File: config.mk
export PLATFORM = sky130hd
export DESIGN_NAME = flash_ctrl
export DESIGN_NICKNAME = d
export VERILOG_FILES = /design/src/hw/flash_ctrl_pkg.sv /design/src/hw/flash_ctrl.sv
export SDC_FILE = /design/constraint.sdc
export NUM_CORES = 1
export LEC_CHECK = 0
export BUFFER_PORTS_ARGS = -buffer_cell sky130_fd_sc_hd__buf_2
export CORE_MARGIN = 2
export CORE_UTILIZATION = 45
export DETAILED_ROUTE_END_ITERATION = 12
export PLACE_DENSITY = 0.66
export SYNTH_ARGS = -nofsm -noshare
export SYNTH_HDL_FRONTEND = slang
export SYNTH_SLANG_ARGS = --single-unit
File: constraint.sdc
create_clock -name aclk -period 3.5 [get_ports aclk]
set_input_delay 1.05 -clock aclk [delete_from_list [all_inputs] [get_ports aclk]]
set_output_delay 1.05 -clock aclk [all_outputs]
set_load 0.05 [all_outputs]
File: src/hw/flash_ctrl_pkg.sv
package flash_ctrl_pkg;

  // ----------------------------------------------------------------
  // Flash bus geometry
  // ----------------------------------------------------------------
  localparam int ADDR_W = 19;
  localparam int DATA_W = 16;

  // ----------------------------------------------------------------
  // Command addresses and codes
  // ----------------------------------------------------------------
  localparam logic [18:0] UNLOCK_ADDR1 = 19'h0_5555;
  localparam logic [18:0] UNLOCK_ADDR2 = 19'h0_2AAA;
  localparam logic [7:0] CODE_UNLOCK1 = 8'hAA;
  localparam logic [7:0] CODE_UNLOCK2 = 8'h55;
  localparam logic [7:0] CODE_PROGRAM = 8'hA0;
  localparam logic [7:0] CODE_ERASE_SETUP = 8'h80;
  localparam logic [7:0] CODE_SECTOR_ERASE = 8'h30;
  localparam logic [7:0] CODE_BLOCK_ERASE = 8'h50;
  localparam logic [7:0] CODE_CHIP_ERASE = 8'h10;
  localparam logic [7:0] CODE_ID_ENTRY = 8'h90;
  localparam logic [7:0] CODE_QUERY_ENTRY = 8'h98;
  localparam logic [7:0] CODE_EXIT = 8'hF0;
  // Upper data byte is driven low during command writes
  localparam logic [7:0] UPPER_BYTE_FILL = 8'h00;
  localparam int TOGGLE_BIT = 6;
  localparam int POLL_BIT = 7;
  localparam int SECTOR_LSB = 11;
  localparam int BLOCK_LSB = 15;

  // ----------------------------------------------------------------
  // Orders written into the command register
  // ----------------------------------------------------------------
  localparam logic [3:0] OP_READ = 4'h1;
  localparam logic [3:0] OP_PROGRAM = 4'h2;
  localparam logic [3:0] OP_SECTOR_ERASE = 4'h3;
  localparam logic [3:0] OP_BLOCK_ERASE = 4'h4;
  localparam logic [3:0] OP_CHIP_ERASE = 4'h5;
  localparam logic [3:0] OP_ID_ENTRY = 4'h6;
  localparam logic [3:0] OP_QUERY_ENTRY = 4'h7;
  localparam logic [3:0] OP_EXIT = 4'h8;
  localparam logic [3:0] OP_EXIT_LONG = 4'h9;

  // ----------------------------------------------------------------
  // Register map (byte offsets)
  // ----------------------------------------------------------------
  localparam logic [3:0] REG_ADDR = 4'h0;
  localparam logic [3:0] REG_WDATA = 4'h4;
  localparam logic [3:0] REG_CMD = 4'h8;
  localparam logic [3:0] REG_STATUS = 4'hC;
  localparam int STAT_BUSY = 0;
  localparam int STAT_ERR = 1;

  // ----------------------------------------------------------------
  // Timing at 50 MHz
  // ----------------------------------------------------------------
  localparam int CLK_NS = 20;
  localparam int STROBE_NS = 60;
  localparam int STROBE_CYC = (STROBE_NS + CLK_NS - 1) / CLK_NS;
  localparam int PROGRAM_US = 40;
  localparam int PROGRAM_CYC = (PROGRAM_US * 1000) / CLK_NS;
  localparam logic [1:0] AXI_OKAY = 2'b00;
  localparam logic [1:0] AXI_SLVERR = 2'b10;

  typedef struct packed {
    logic ce_n;
    logic oe_n;
    logic we_n;
    logic [18:0] addr;
    logic [15:0] dq_out;
    logic dq_oe;
  } flash_pins_s;

endpackage : flash_ctrl_pkg

File: src/hw/flash_ctrl.sv
// Chosen here: register access over AXI4-Lite and the register addresses.
`timescale 1ns/10ps
// Notes on behaviour
// - Every word program is preceded by the three-write unlock.
// - Every erase uses the full six-write sequence.
// - Upper data byte driven to a valid level during commands.
// - Query entry is the unlock then 98H to 5555H.
// - Query mode stays until the exit command is written.
module flash_ctrl (
  input wire logic aclk,
  input wire logic aresetn,
  input wire logic [3:0] s_axi_awaddr,
  input wire logic s_axi_awvalid,
  output logic s_axi_awready,
  input wire logic [31:0] s_axi_wdata,
  input wire logic [3:0] s_axi_wstrb,
  input wire logic s_axi_wvalid,
  output logic s_axi_wready,
  output logic [1:0] s_axi_bresp,
  output logic s_axi_bvalid,
  input wire logic s_axi_bready,
  input wire logic [3:0] s_axi_araddr,
  input wire logic s_axi_arvalid,
  output logic s_axi_arready,
  output logic [31:0] s_axi_rdata,
  output logic [1:0] s_axi_rresp,
  output logic s_axi_rvalid,
  input wire logic s_axi_rready,
  output logic flash_ce_n,
  output logic flash_oe_n,
  output logic flash_we_n,
  output logic [18:0] flash_addr,
  output logic [15:0] flash_dq_o,
  output logic flash_dq_oe,
  input wire logic [15:0] flash_dq_i
);

  // ----------------------------------------------------------------
  // Sequencer state and registers
  // ----------------------------------------------------------------
  typedef enum logic [5:0] {
    ST_IDLE = 6'b00_0001,
    ST_SETUP = 6'b00_0010,
    ST_STROBE = 6'b00_0100,
    ST_RECOVER = 6'b00_1000,
    ST_POLL = 6'b01_0000,
    ST_DONE = 6'b10_0000
  } seq_state_e;

  seq_state_e state_reg, state_next;
  flash_ctrl_pkg::flash_pins_s pins_reg;
  logic [18:0] addr_reg;
  logic [15:0] wdata_reg, rdata_reg;
  logic [3:0] op_reg;
  logic [2:0] step_reg, nsteps_reg;
  logic is_read_reg, poll_reg, have_prev_reg, busy_reg, err_reg;
  logic prev_tog_reg;
  logic tog_same_reg;
  logic [7:0] strobe_cnt_reg;
  logic [21:0] poll_cnt_reg;
  logic aw_held_reg, w_held_reg;
  logic [3:0] aw_addr_reg;
  logic [31:0] w_data_reg;

  // Step address/data of a command sequence
  function automatic logic [34:0] seq_word(input logic [3:0] op, input logic [2:0] s,
                                           input logic [18:0] a, input logic [15:0] d);
    logic [7:0] c;
    c = 8'h00;
    if (op == flash_ctrl_pkg::OP_PROGRAM && s == 3'd3) return {a, d};
    if (s == 3'd0 || s == 3'd3) return {flash_ctrl_pkg::UNLOCK_ADDR1,
      flash_ctrl_pkg::UPPER_BYTE_FILL, flash_ctrl_pkg::CODE_UNLOCK1};
    if (s == 3'd1 || s == 3'd4) return {flash_ctrl_pkg::UNLOCK_ADDR2,
      flash_ctrl_pkg::UPPER_BYTE_FILL, flash_ctrl_pkg::CODE_UNLOCK2};
    case (op)
      flash_ctrl_pkg::OP_PROGRAM: c = flash_ctrl_pkg::CODE_PROGRAM;
      flash_ctrl_pkg::OP_ID_ENTRY: c = flash_ctrl_pkg::CODE_ID_ENTRY;
      flash_ctrl_pkg::OP_QUERY_ENTRY: c = flash_ctrl_pkg::CODE_QUERY_ENTRY;
      flash_ctrl_pkg::OP_EXIT_LONG: c = flash_ctrl_pkg::CODE_EXIT;
      default: c = flash_ctrl_pkg::CODE_ERASE_SETUP;
    endcase
    if (s == 3'd2) return {flash_ctrl_pkg::UNLOCK_ADDR1, flash_ctrl_pkg::UPPER_BYTE_FILL, c};
    if (op == flash_ctrl_pkg::OP_PROGRAM) return {a, d};
    case (op)
      flash_ctrl_pkg::OP_SECTOR_ERASE: return {a[18:flash_ctrl_pkg::SECTOR_LSB],
        11'h000, flash_ctrl_pkg::UPPER_BYTE_FILL, flash_ctrl_pkg::CODE_SECTOR_ERASE};
      flash_ctrl_pkg::OP_BLOCK_ERASE: return {a[18:flash_ctrl_pkg::BLOCK_LSB],
        15'h0000, flash_ctrl_pkg::UPPER_BYTE_FILL, flash_ctrl_pkg::CODE_BLOCK_ERASE};
      default: return {flash_ctrl_pkg::UNLOCK_ADDR1, flash_ctrl_pkg::UPPER_BYTE_FILL,
        flash_ctrl_pkg::CODE_CHIP_ERASE};
    endcase
  endfunction : seq_word

  // ----------------------------------------------------------------
  // AXI4-Lite slave decode
  // ----------------------------------------------------------------
  wire aw_ok = aw_held_reg || s_axi_awvalid;
  wire w_ok = w_held_reg || s_axi_wvalid;
  wire wr_fire = aw_ok && w_ok && !s_axi_bvalid;
  wire [3:0] wr_addr = aw_held_reg ? aw_addr_reg : s_axi_awaddr;
  wire [31:0] wr_data = w_held_reg ? w_data_reg : s_axi_wdata;
  wire wr_cmd = wr_fire && wr_addr == flash_ctrl_pkg::REG_CMD;
  wire [3:0] cmd_op = wr_data[3:0];
  wire cmd_legal = cmd_op >= flash_ctrl_pkg::OP_READ && cmd_op <= flash_ctrl_pkg::OP_EXIT_LONG;
  wire start = wr_cmd && !busy_reg && cmd_legal;
  wire wr_known = wr_addr == flash_ctrl_pkg::REG_ADDR || wr_addr == flash_ctrl_pkg::REG_WDATA
                  || wr_cmd;
  wire wr_bad = !wr_known || (wr_cmd && (busy_reg || !cmd_legal));
  assign s_axi_awready = !aw_held_reg && !s_axi_bvalid;
  assign s_axi_wready = !w_held_reg && !s_axi_bvalid;
  assign s_axi_arready = !s_axi_rvalid;
  wire [31:0] rd_word =
    s_axi_araddr == flash_ctrl_pkg::REG_ADDR ? {13'h0000, addr_reg} :
    s_axi_araddr == flash_ctrl_pkg::REG_WDATA ? {16'h0000, rdata_reg} :
    s_axi_araddr == flash_ctrl_pkg::REG_CMD ? {28'h000_0000, op_reg} :
    {30'h0000_0000, err_reg, busy_reg};
  wire rd_bad = s_axi_araddr > flash_ctrl_pkg::REG_STATUS || s_axi_araddr[1:0] != 2'b00;

  // Bus channel registers
  always_ff @(posedge aclk) begin
    if (!aresetn) begin
      aw_held_reg <= 1'b0;
      w_held_reg <= 1'b0;
      aw_addr_reg <= 4'h0;
      w_data_reg <= 32'h0000_0000;
      s_axi_bvalid <= 1'b0;
      s_axi_bresp <= flash_ctrl_pkg::AXI_OKAY;
      s_axi_rvalid <= 1'b0;
      s_axi_rdata <= 32'h0000_0000;
      s_axi_rresp <= flash_ctrl_pkg::AXI_OKAY;
    end else begin
      if (s_axi_awvalid && s_axi_awready && !wr_fire) aw_addr_reg <= s_axi_awaddr;
      if (s_axi_awvalid && s_axi_awready && !wr_fire) aw_held_reg <= 1'b1;
      if (s_axi_wvalid && s_axi_wready && !wr_fire) w_data_reg <= s_axi_wdata;
      if (s_axi_wvalid && s_axi_wready && !wr_fire) w_held_reg <= 1'b1;
      if (wr_fire) begin
        aw_held_reg <= 1'b0;
        w_held_reg <= 1'b0;
        s_axi_bvalid <= 1'b1;
        s_axi_bresp <= wr_bad ? flash_ctrl_pkg::AXI_SLVERR : flash_ctrl_pkg::AXI_OKAY;
      end else if (s_axi_bready) begin
        s_axi_bvalid <= 1'b0;
      end
      if (s_axi_arvalid && s_axi_arready) begin
        s_axi_rvalid <= 1'b1;
        s_axi_rdata <= rd_bad ? 32'h0000_0000 : rd_word;
        s_axi_rresp <= rd_bad ? flash_ctrl_pkg::AXI_SLVERR : flash_ctrl_pkg::AXI_OKAY;
      end else if (s_axi_rready) begin
        s_axi_rvalid <= 1'b0;
      end
    end
  end

  // ----------------------------------------------------------------
  // Flash sequencer
  // ----------------------------------------------------------------
  wire strobe_done = strobe_cnt_reg == 8'(flash_ctrl_pkg::STROBE_CYC - 1);
  wire last_step = step_reg == nsteps_reg;
  // Step code 7 marks a status read, never a command step
  wire poll_step = step_reg == 3'd7;
  wire [34:0] word_now = seq_word(op_reg, step_reg, addr_reg, wdata_reg);
  wire cur_tog = flash_dq_i[flash_ctrl_pkg::TOGGLE_BIT];
  // two equal reads mean done
  // Judged at capture: the released bus holds nothing worth comparing
  wire tog_same = tog_same_reg;
  // Counter runs during strobes too, so an equality test could be skipped
  wire poll_timeout = poll_cnt_reg >= 22'(flash_ctrl_pkg::PROGRAM_CYC * 8);
  wire [2:0] op_steps =
    cmd_op == flash_ctrl_pkg::OP_READ || cmd_op == flash_ctrl_pkg::OP_EXIT ? 3'd0 :
    cmd_op == flash_ctrl_pkg::OP_PROGRAM ? 3'd3 :
    cmd_op >= flash_ctrl_pkg::OP_SECTOR_ERASE && cmd_op <= flash_ctrl_pkg::OP_CHIP_ERASE ? 3'd5 :
    3'd2;

  // Next state
  always_comb begin
    state_next = state_reg;
    case (state_reg)
      ST_IDLE: if (start) state_next = ST_SETUP;
      ST_SETUP: state_next = ST_STROBE;
      ST_STROBE: if (strobe_done) state_next = ST_RECOVER;
      ST_RECOVER: if (strobe_done) state_next = !last_step && !poll_step ? ST_SETUP :
                      poll_reg ? ST_POLL : ST_DONE;
      ST_POLL: if (tog_same || poll_timeout) state_next = ST_DONE;
                  else state_next = ST_SETUP;
      ST_DONE: state_next = ST_IDLE;
      default: state_next = ST_IDLE;
    endcase
  end

  // Sequencer registers
  always_ff @(posedge aclk) begin
    if (!aresetn) begin
      state_reg <= ST_IDLE;
      pins_reg <= '{ce_n: 1'b1, oe_n: 1'b1, we_n: 1'b1, addr: 19'h0_0000,
                    dq_out: 16'h0000, dq_oe: 1'b0};
      addr_reg <= 19'h0_0000;
      wdata_reg <= 16'h0000;
      rdata_reg <= 16'h0000;
      op_reg <= 4'h0;
      step_reg <= 3'd0;
      nsteps_reg <= 3'd0;
      is_read_reg <= 1'b0;
      poll_reg <= 1'b0;
      have_prev_reg <= 1'b0;
      prev_tog_reg <= 1'b0;
      tog_same_reg <= 1'b0;
      busy_reg <= 1'b0;
      err_reg <= 1'b0;
      strobe_cnt_reg <= 8'h00;
      poll_cnt_reg <= 22'h00_0000;
    end else begin
      state_reg <= state_next;
      if (wr_fire && wr_addr == flash_ctrl_pkg::REG_ADDR && !busy_reg)
        addr_reg <= wr_data[18:0];
      if (wr_fire && wr_addr == flash_ctrl_pkg::REG_WDATA && !busy_reg)
        wdata_reg <= wr_data[15:0];
      if (state_reg == ST_STROBE || state_reg == ST_RECOVER)
        strobe_cnt_reg <= strobe_done ? 8'h00 : strobe_cnt_reg + 8'h01;
      if (busy_reg && poll_reg) poll_cnt_reg <= poll_cnt_reg + 22'h00_0001;
      case (state_reg)
        ST_IDLE: if (start) begin
          op_reg <= cmd_op;
          nsteps_reg <= op_steps;
          step_reg <= 3'd0;
          busy_reg <= 1'b1;
          err_reg <= 1'b0;
          poll_cnt_reg <= 22'h00_0000;
          have_prev_reg <= 1'b0;
          tog_same_reg <= 1'b0;
          poll_reg <= cmd_op >= flash_ctrl_pkg::OP_PROGRAM &&
                      cmd_op <= flash_ctrl_pkg::OP_CHIP_ERASE;
          is_read_reg <= cmd_op == flash_ctrl_pkg::OP_READ;
        end
        ST_SETUP: begin
          pins_reg.ce_n <= 1'b0;
          if (is_read_reg || state_reg == ST_SETUP && poll_reg && step_reg > nsteps_reg) begin
            pins_reg.addr <= addr_reg;
            pins_reg.dq_oe <= 1'b0;
          end else if (op_reg == flash_ctrl_pkg::OP_EXIT) begin
            pins_reg.addr <= flash_ctrl_pkg::UNLOCK_ADDR1;
            pins_reg.dq_out <= {flash_ctrl_pkg::UPPER_BYTE_FILL, flash_ctrl_pkg::CODE_EXIT};
            pins_reg.dq_oe <= 1'b1;
          end else begin
            pins_reg.addr <= word_now[34:16];
            pins_reg.dq_out <= word_now[15:0];
            pins_reg.dq_oe <= 1'b1;
          end
        end
        ST_STROBE: begin
          if (pins_reg.dq_oe) pins_reg.we_n <= 1'b0;
          else pins_reg.oe_n <= 1'b0;
        end
        ST_RECOVER: begin
          if (strobe_cnt_reg == 8'h00) begin
            pins_reg.we_n <= 1'b1;
            pins_reg.oe_n <= 1'b1;
          end
          if (strobe_cnt_reg == 8'h00 && !pins_reg.dq_oe) begin
            rdata_reg <= flash_dq_i;
            prev_tog_reg <= cur_tog;
            tog_same_reg <= have_prev_reg && cur_tog == prev_tog_reg;
            have_prev_reg <= 1'b1;
          end
          if (strobe_done) begin
            pins_reg.ce_n <= 1'b1;
            pins_reg.dq_oe <= 1'b0;
            if (!last_step && !poll_step) step_reg <= step_reg + 3'd1;
            if (last_step && poll_reg) step_reg <= 3'd7;
          end
        end
        ST_POLL: begin
          if (poll_timeout) err_reg <= 1'b1;
        end
        ST_DONE: busy_reg <= 1'b0;
        default: busy_reg <= 1'b0;
      endcase
    end
  end

  assign flash_ce_n = pins_reg.ce_n;
  assign flash_oe_n = pins_reg.oe_n;
  assign flash_we_n = pins_reg.we_n;
  assign flash_addr = pins_reg.addr;
  assign flash_dq_o = pins_reg.dq_out;
  assign flash_dq_oe = pins_reg.dq_oe;
endmodule : flash_ctrl

==> summary.md <==
| Metric | Value |
|---|---|
| Status | completed |
| GR Layer Usage met3 | 0.05653 |
| Reg-to-reg critical path endpoint | flash_addr[2]$_SDFFE_PN0P_ |
| Hpwl dp | 16.33 mm |
| Yosys reg bits | 190 |
| Max reg flops | 22 |
| GPL Wtd Cong | 0.8796 |
| P per Cell Area | 471.7 nW/um^2 |
| Fmax | 355.4 MHz |
| DP Area | 9321 sq um |
| CTS max path bufs | 2 |
| Routed WL | 22.66 mm |
| Nets@finish | 1176 |
| Register-to-register setup slack | 0.69 ns |
| First-pass DRT Iterations | 6 |
| Core area | 18710 sq um |
| Initial Util | 0.4594 |
| Port Buffers | 114 |
| Ant. Diodes | 0 |
| Register area share after synthesis | 0.4426 |
| Final Critical Period | 2.813 ns |
| EDFF count, synth | 0 |
| Slew Limit Fails | 0 |
| DRC | 0 |
| CTS tree | done |
| Synth cell types | 69 |
| Crit path kind | flip-flop to flip-flop |
| Largest net degree at the start of global routing | 46 |
| Final ANT Viol Nets | 0 |
| Final hold vios | 0 |
| Die H | 142.2 um |
| Commonest non-fill, non-tap cell in the layout | dfxtp_1 |
| Met2 Resource Use GR | 0.3715 |
| Power, Total | 4.688 mW |
| VDD IR-drop max | 0.2916 mV |
| Most frequent cells in the layout | dfxtp_1, nor2_1, buf_2, nand2_1, a21oi_1 |
| CP arrival | 3.09 ns |
| Worst-margin pin slew | 1.184 ns |
| CTS H-tree depth | 4 |
| Leak | 3.846 nW |
| Number of global-route vias before repair | 6885 |
| GR Layer Usage met1 | 0.2881 |
| Synthesis-to-layout area growth | 15.64% |
| Final WS setup | 0.6865 ns |
| Endpoints failing setup | 0 |
| CP required | 3.78 ns |
| CTS sink cnt | 190 |
| Setup slack after placement | 0.4871 ns |
| Reg-to-Reg Start | op_reg[1]$_SDFFE_PN0P_ |
| Worst-path clk slew | 0.08 ns |
| Worst Hold Launch | flash_dq_o[3]$_SDFFE_PN0P_ |
| Ys async rst share | 0 |
| CTS root buffer | clkbuf_16 |
| Chip width | 142.2 um |
| Worst setup SP type | flip-flop |
| Crit. End Element | flip-flop |
| CTS Hold Bufs | 0 |
| Design Area, Final | 9937 sq um |
| Initial antenna violation count | 0 |
| Tot GR Track Use | 0.2250 |
| R2R cell count | 5 |
| Vias/cell | 5.537 |
| Post-CTS Resized | 0 |
| Die area | 20220 sq um |
| Worst Hold Depth | 2 |
| Fillers | 1724 |
| Most Crowded Layer GR | met2 |
| DRT iter0 DRCs | 516 |
| Total number of vias | 7431 |
| Rel. slew slack | 0.2043 |
| RSZ-0062 raised after global routing | no |
| Max-cap violation count | 0 |
| Num CTS Buffers | 17 |
| Worst hold-check path type | flip-flop to flip-flop |
| Site Rows | 50 |
| Main flop type after synthesis | dfxtp_1 |
| Final TNS setup | 0 ns |
| Grt total ovfl | 0 |
| Clock skew | 0.01473 ns |
| Area of the mapped netlist | 8593 sq um |
| First-pass GRT wire length | 35.82 mm |
| Worst Hold End | flash_dq_o[3]$_SDFFE_PN0P_ |
| Drt wl/cell | 16.88 um |
| Final worst-path cycle share | 0.8039 |
| Worst Path Max Fanout | 10 |
| Io pins | 147 |
| Synth Area per Inst | 8.593 sq um |
| Worst-Skew Late Latency | 0.44 ns |
| # Post-CTS Setup Buffers | 0 |
| Yosys warning total | 0 |
| Share of layout cells above drive strength 1 | 0.1814 |
| Cells after Synth | 1000 |
[worst max-delay path: stages (launching register included)]
cell     delay [ns]
dfxtp_1        0.58
or3b_1         0.45
or4_1          0.51
a31o_2         0.26
a41oi_1        0.71
a21oi_1        0.15
[cell usage after synthesis (8+ instances only)]
cell | number | area share
dfxtp_1 | 190 | 0.44
nor2_1 | 134 | 0.059
nand2_1 | 108 | 0.047
a21oi_1 | 78 | 0.045
mux2i_1 | 47 | 0.055
clkbuf_1 | 39 | 0.017
o21ai_0 | 36 | 0.021
a211oi_1 | 33 | 0.029
nand3_1 | 29 | 0.017
inv_1 | 26 | 0.011
nor3_1 | 19 | 0.011
mux2_2 | 17 | 0.022
buf_4 | 16 | 0.014
a22oi_1 | 15 | 0.013
ha_1 | 14 | 0.020
xnor2_1 | 14 | 0.014
nor4_1 | 13 | 0.0095
nand4_1 | 12 | 0.0087
xor2_1 | 12 | 0.012
and3_1 | 11 | 0.0080
buf_2 | 10 | 0.0058
nor3b_1 | 8 | 0.0070
[cell families after synthesis]
group / synth area share
flops: 0.4426
xor+xnor: 0.02650
other cells: 0.0004364
simple gates: 0.2155
compound gates: 0.1632
mux: 0.07702
fa+ha+maj: 0.02038
buf+inv: 0.05431
[where the power goes]
part	leakage [nW]	switching, mW	internal (mW)
sequential	1.53	0.0440	2.20
combinational	2.01	0.298	0.133
clock	0.297	0.977	1.04
[final cells by class]
class,count,area [sq um],share of cell area
Multi-Input combinational cell,725,4397,0.4425
Sequential cell,190,3804,0.3828
Timing Repair Buffer,135,728.2,0.07328
Clock buffer,17,425.4,0.04281
Tap cell,234,292.8,0.02946
Clock inverter,15,190.2,0.01914
Inverter,26,100.1,0.01007
[through the flow]
step / util / std cells / hold slack [ns]
after global routing: 0.5312 / 1342 / 0.4699
after detailed placement: 0.4983 / 1310 / 0.4432
after floorplan: - / 1014 / 0.4319
after CTS: 0.5312 / 1342 / 0.4548
after global placement: 0.4983 / 1310 / 0.4325
final: 0.5312 / 1342 / 0.4524
[worst max path at each step]
stage / startpoint / to / slack (ns) / cells past startpoint
final: op_reg[1]$_SDFFE_PN0P_ / flash_addr[2]$_SDFFE_PN0P_ / 0.69 / 5
after global routing: step_reg[0]$_SDFFE_PN0P_ / flash_dq_o[9]$_SDFFE_PN0P_ / 0.56 / 7
after CTS: state_reg[0]$_SDFFE_PN1P_ / tog_same$_SDFFE_PN0P_ / 0.72 / 5
after detailed placement: s_axi_wvalid / poll_reg$_SDFFE_PN0P_ / 0.49 / 7
after global placement: s_axi_awvalid / poll_reg$_SDFFE_PN0P_ / 0.51 / 7
after floorplan: s_axi_awvalid / nsteps_reg[1]$_SDFFE_PN0P_ / 0.83 / 6
[per-layer routing]
metal,wire length (um),up-vias
met5,0,-
met4,372,0
met3,1301,32
met2,10650,209
met1,10340,3474
li1,-,3716
Note: power is estimated with default switching activity, not from simulation.
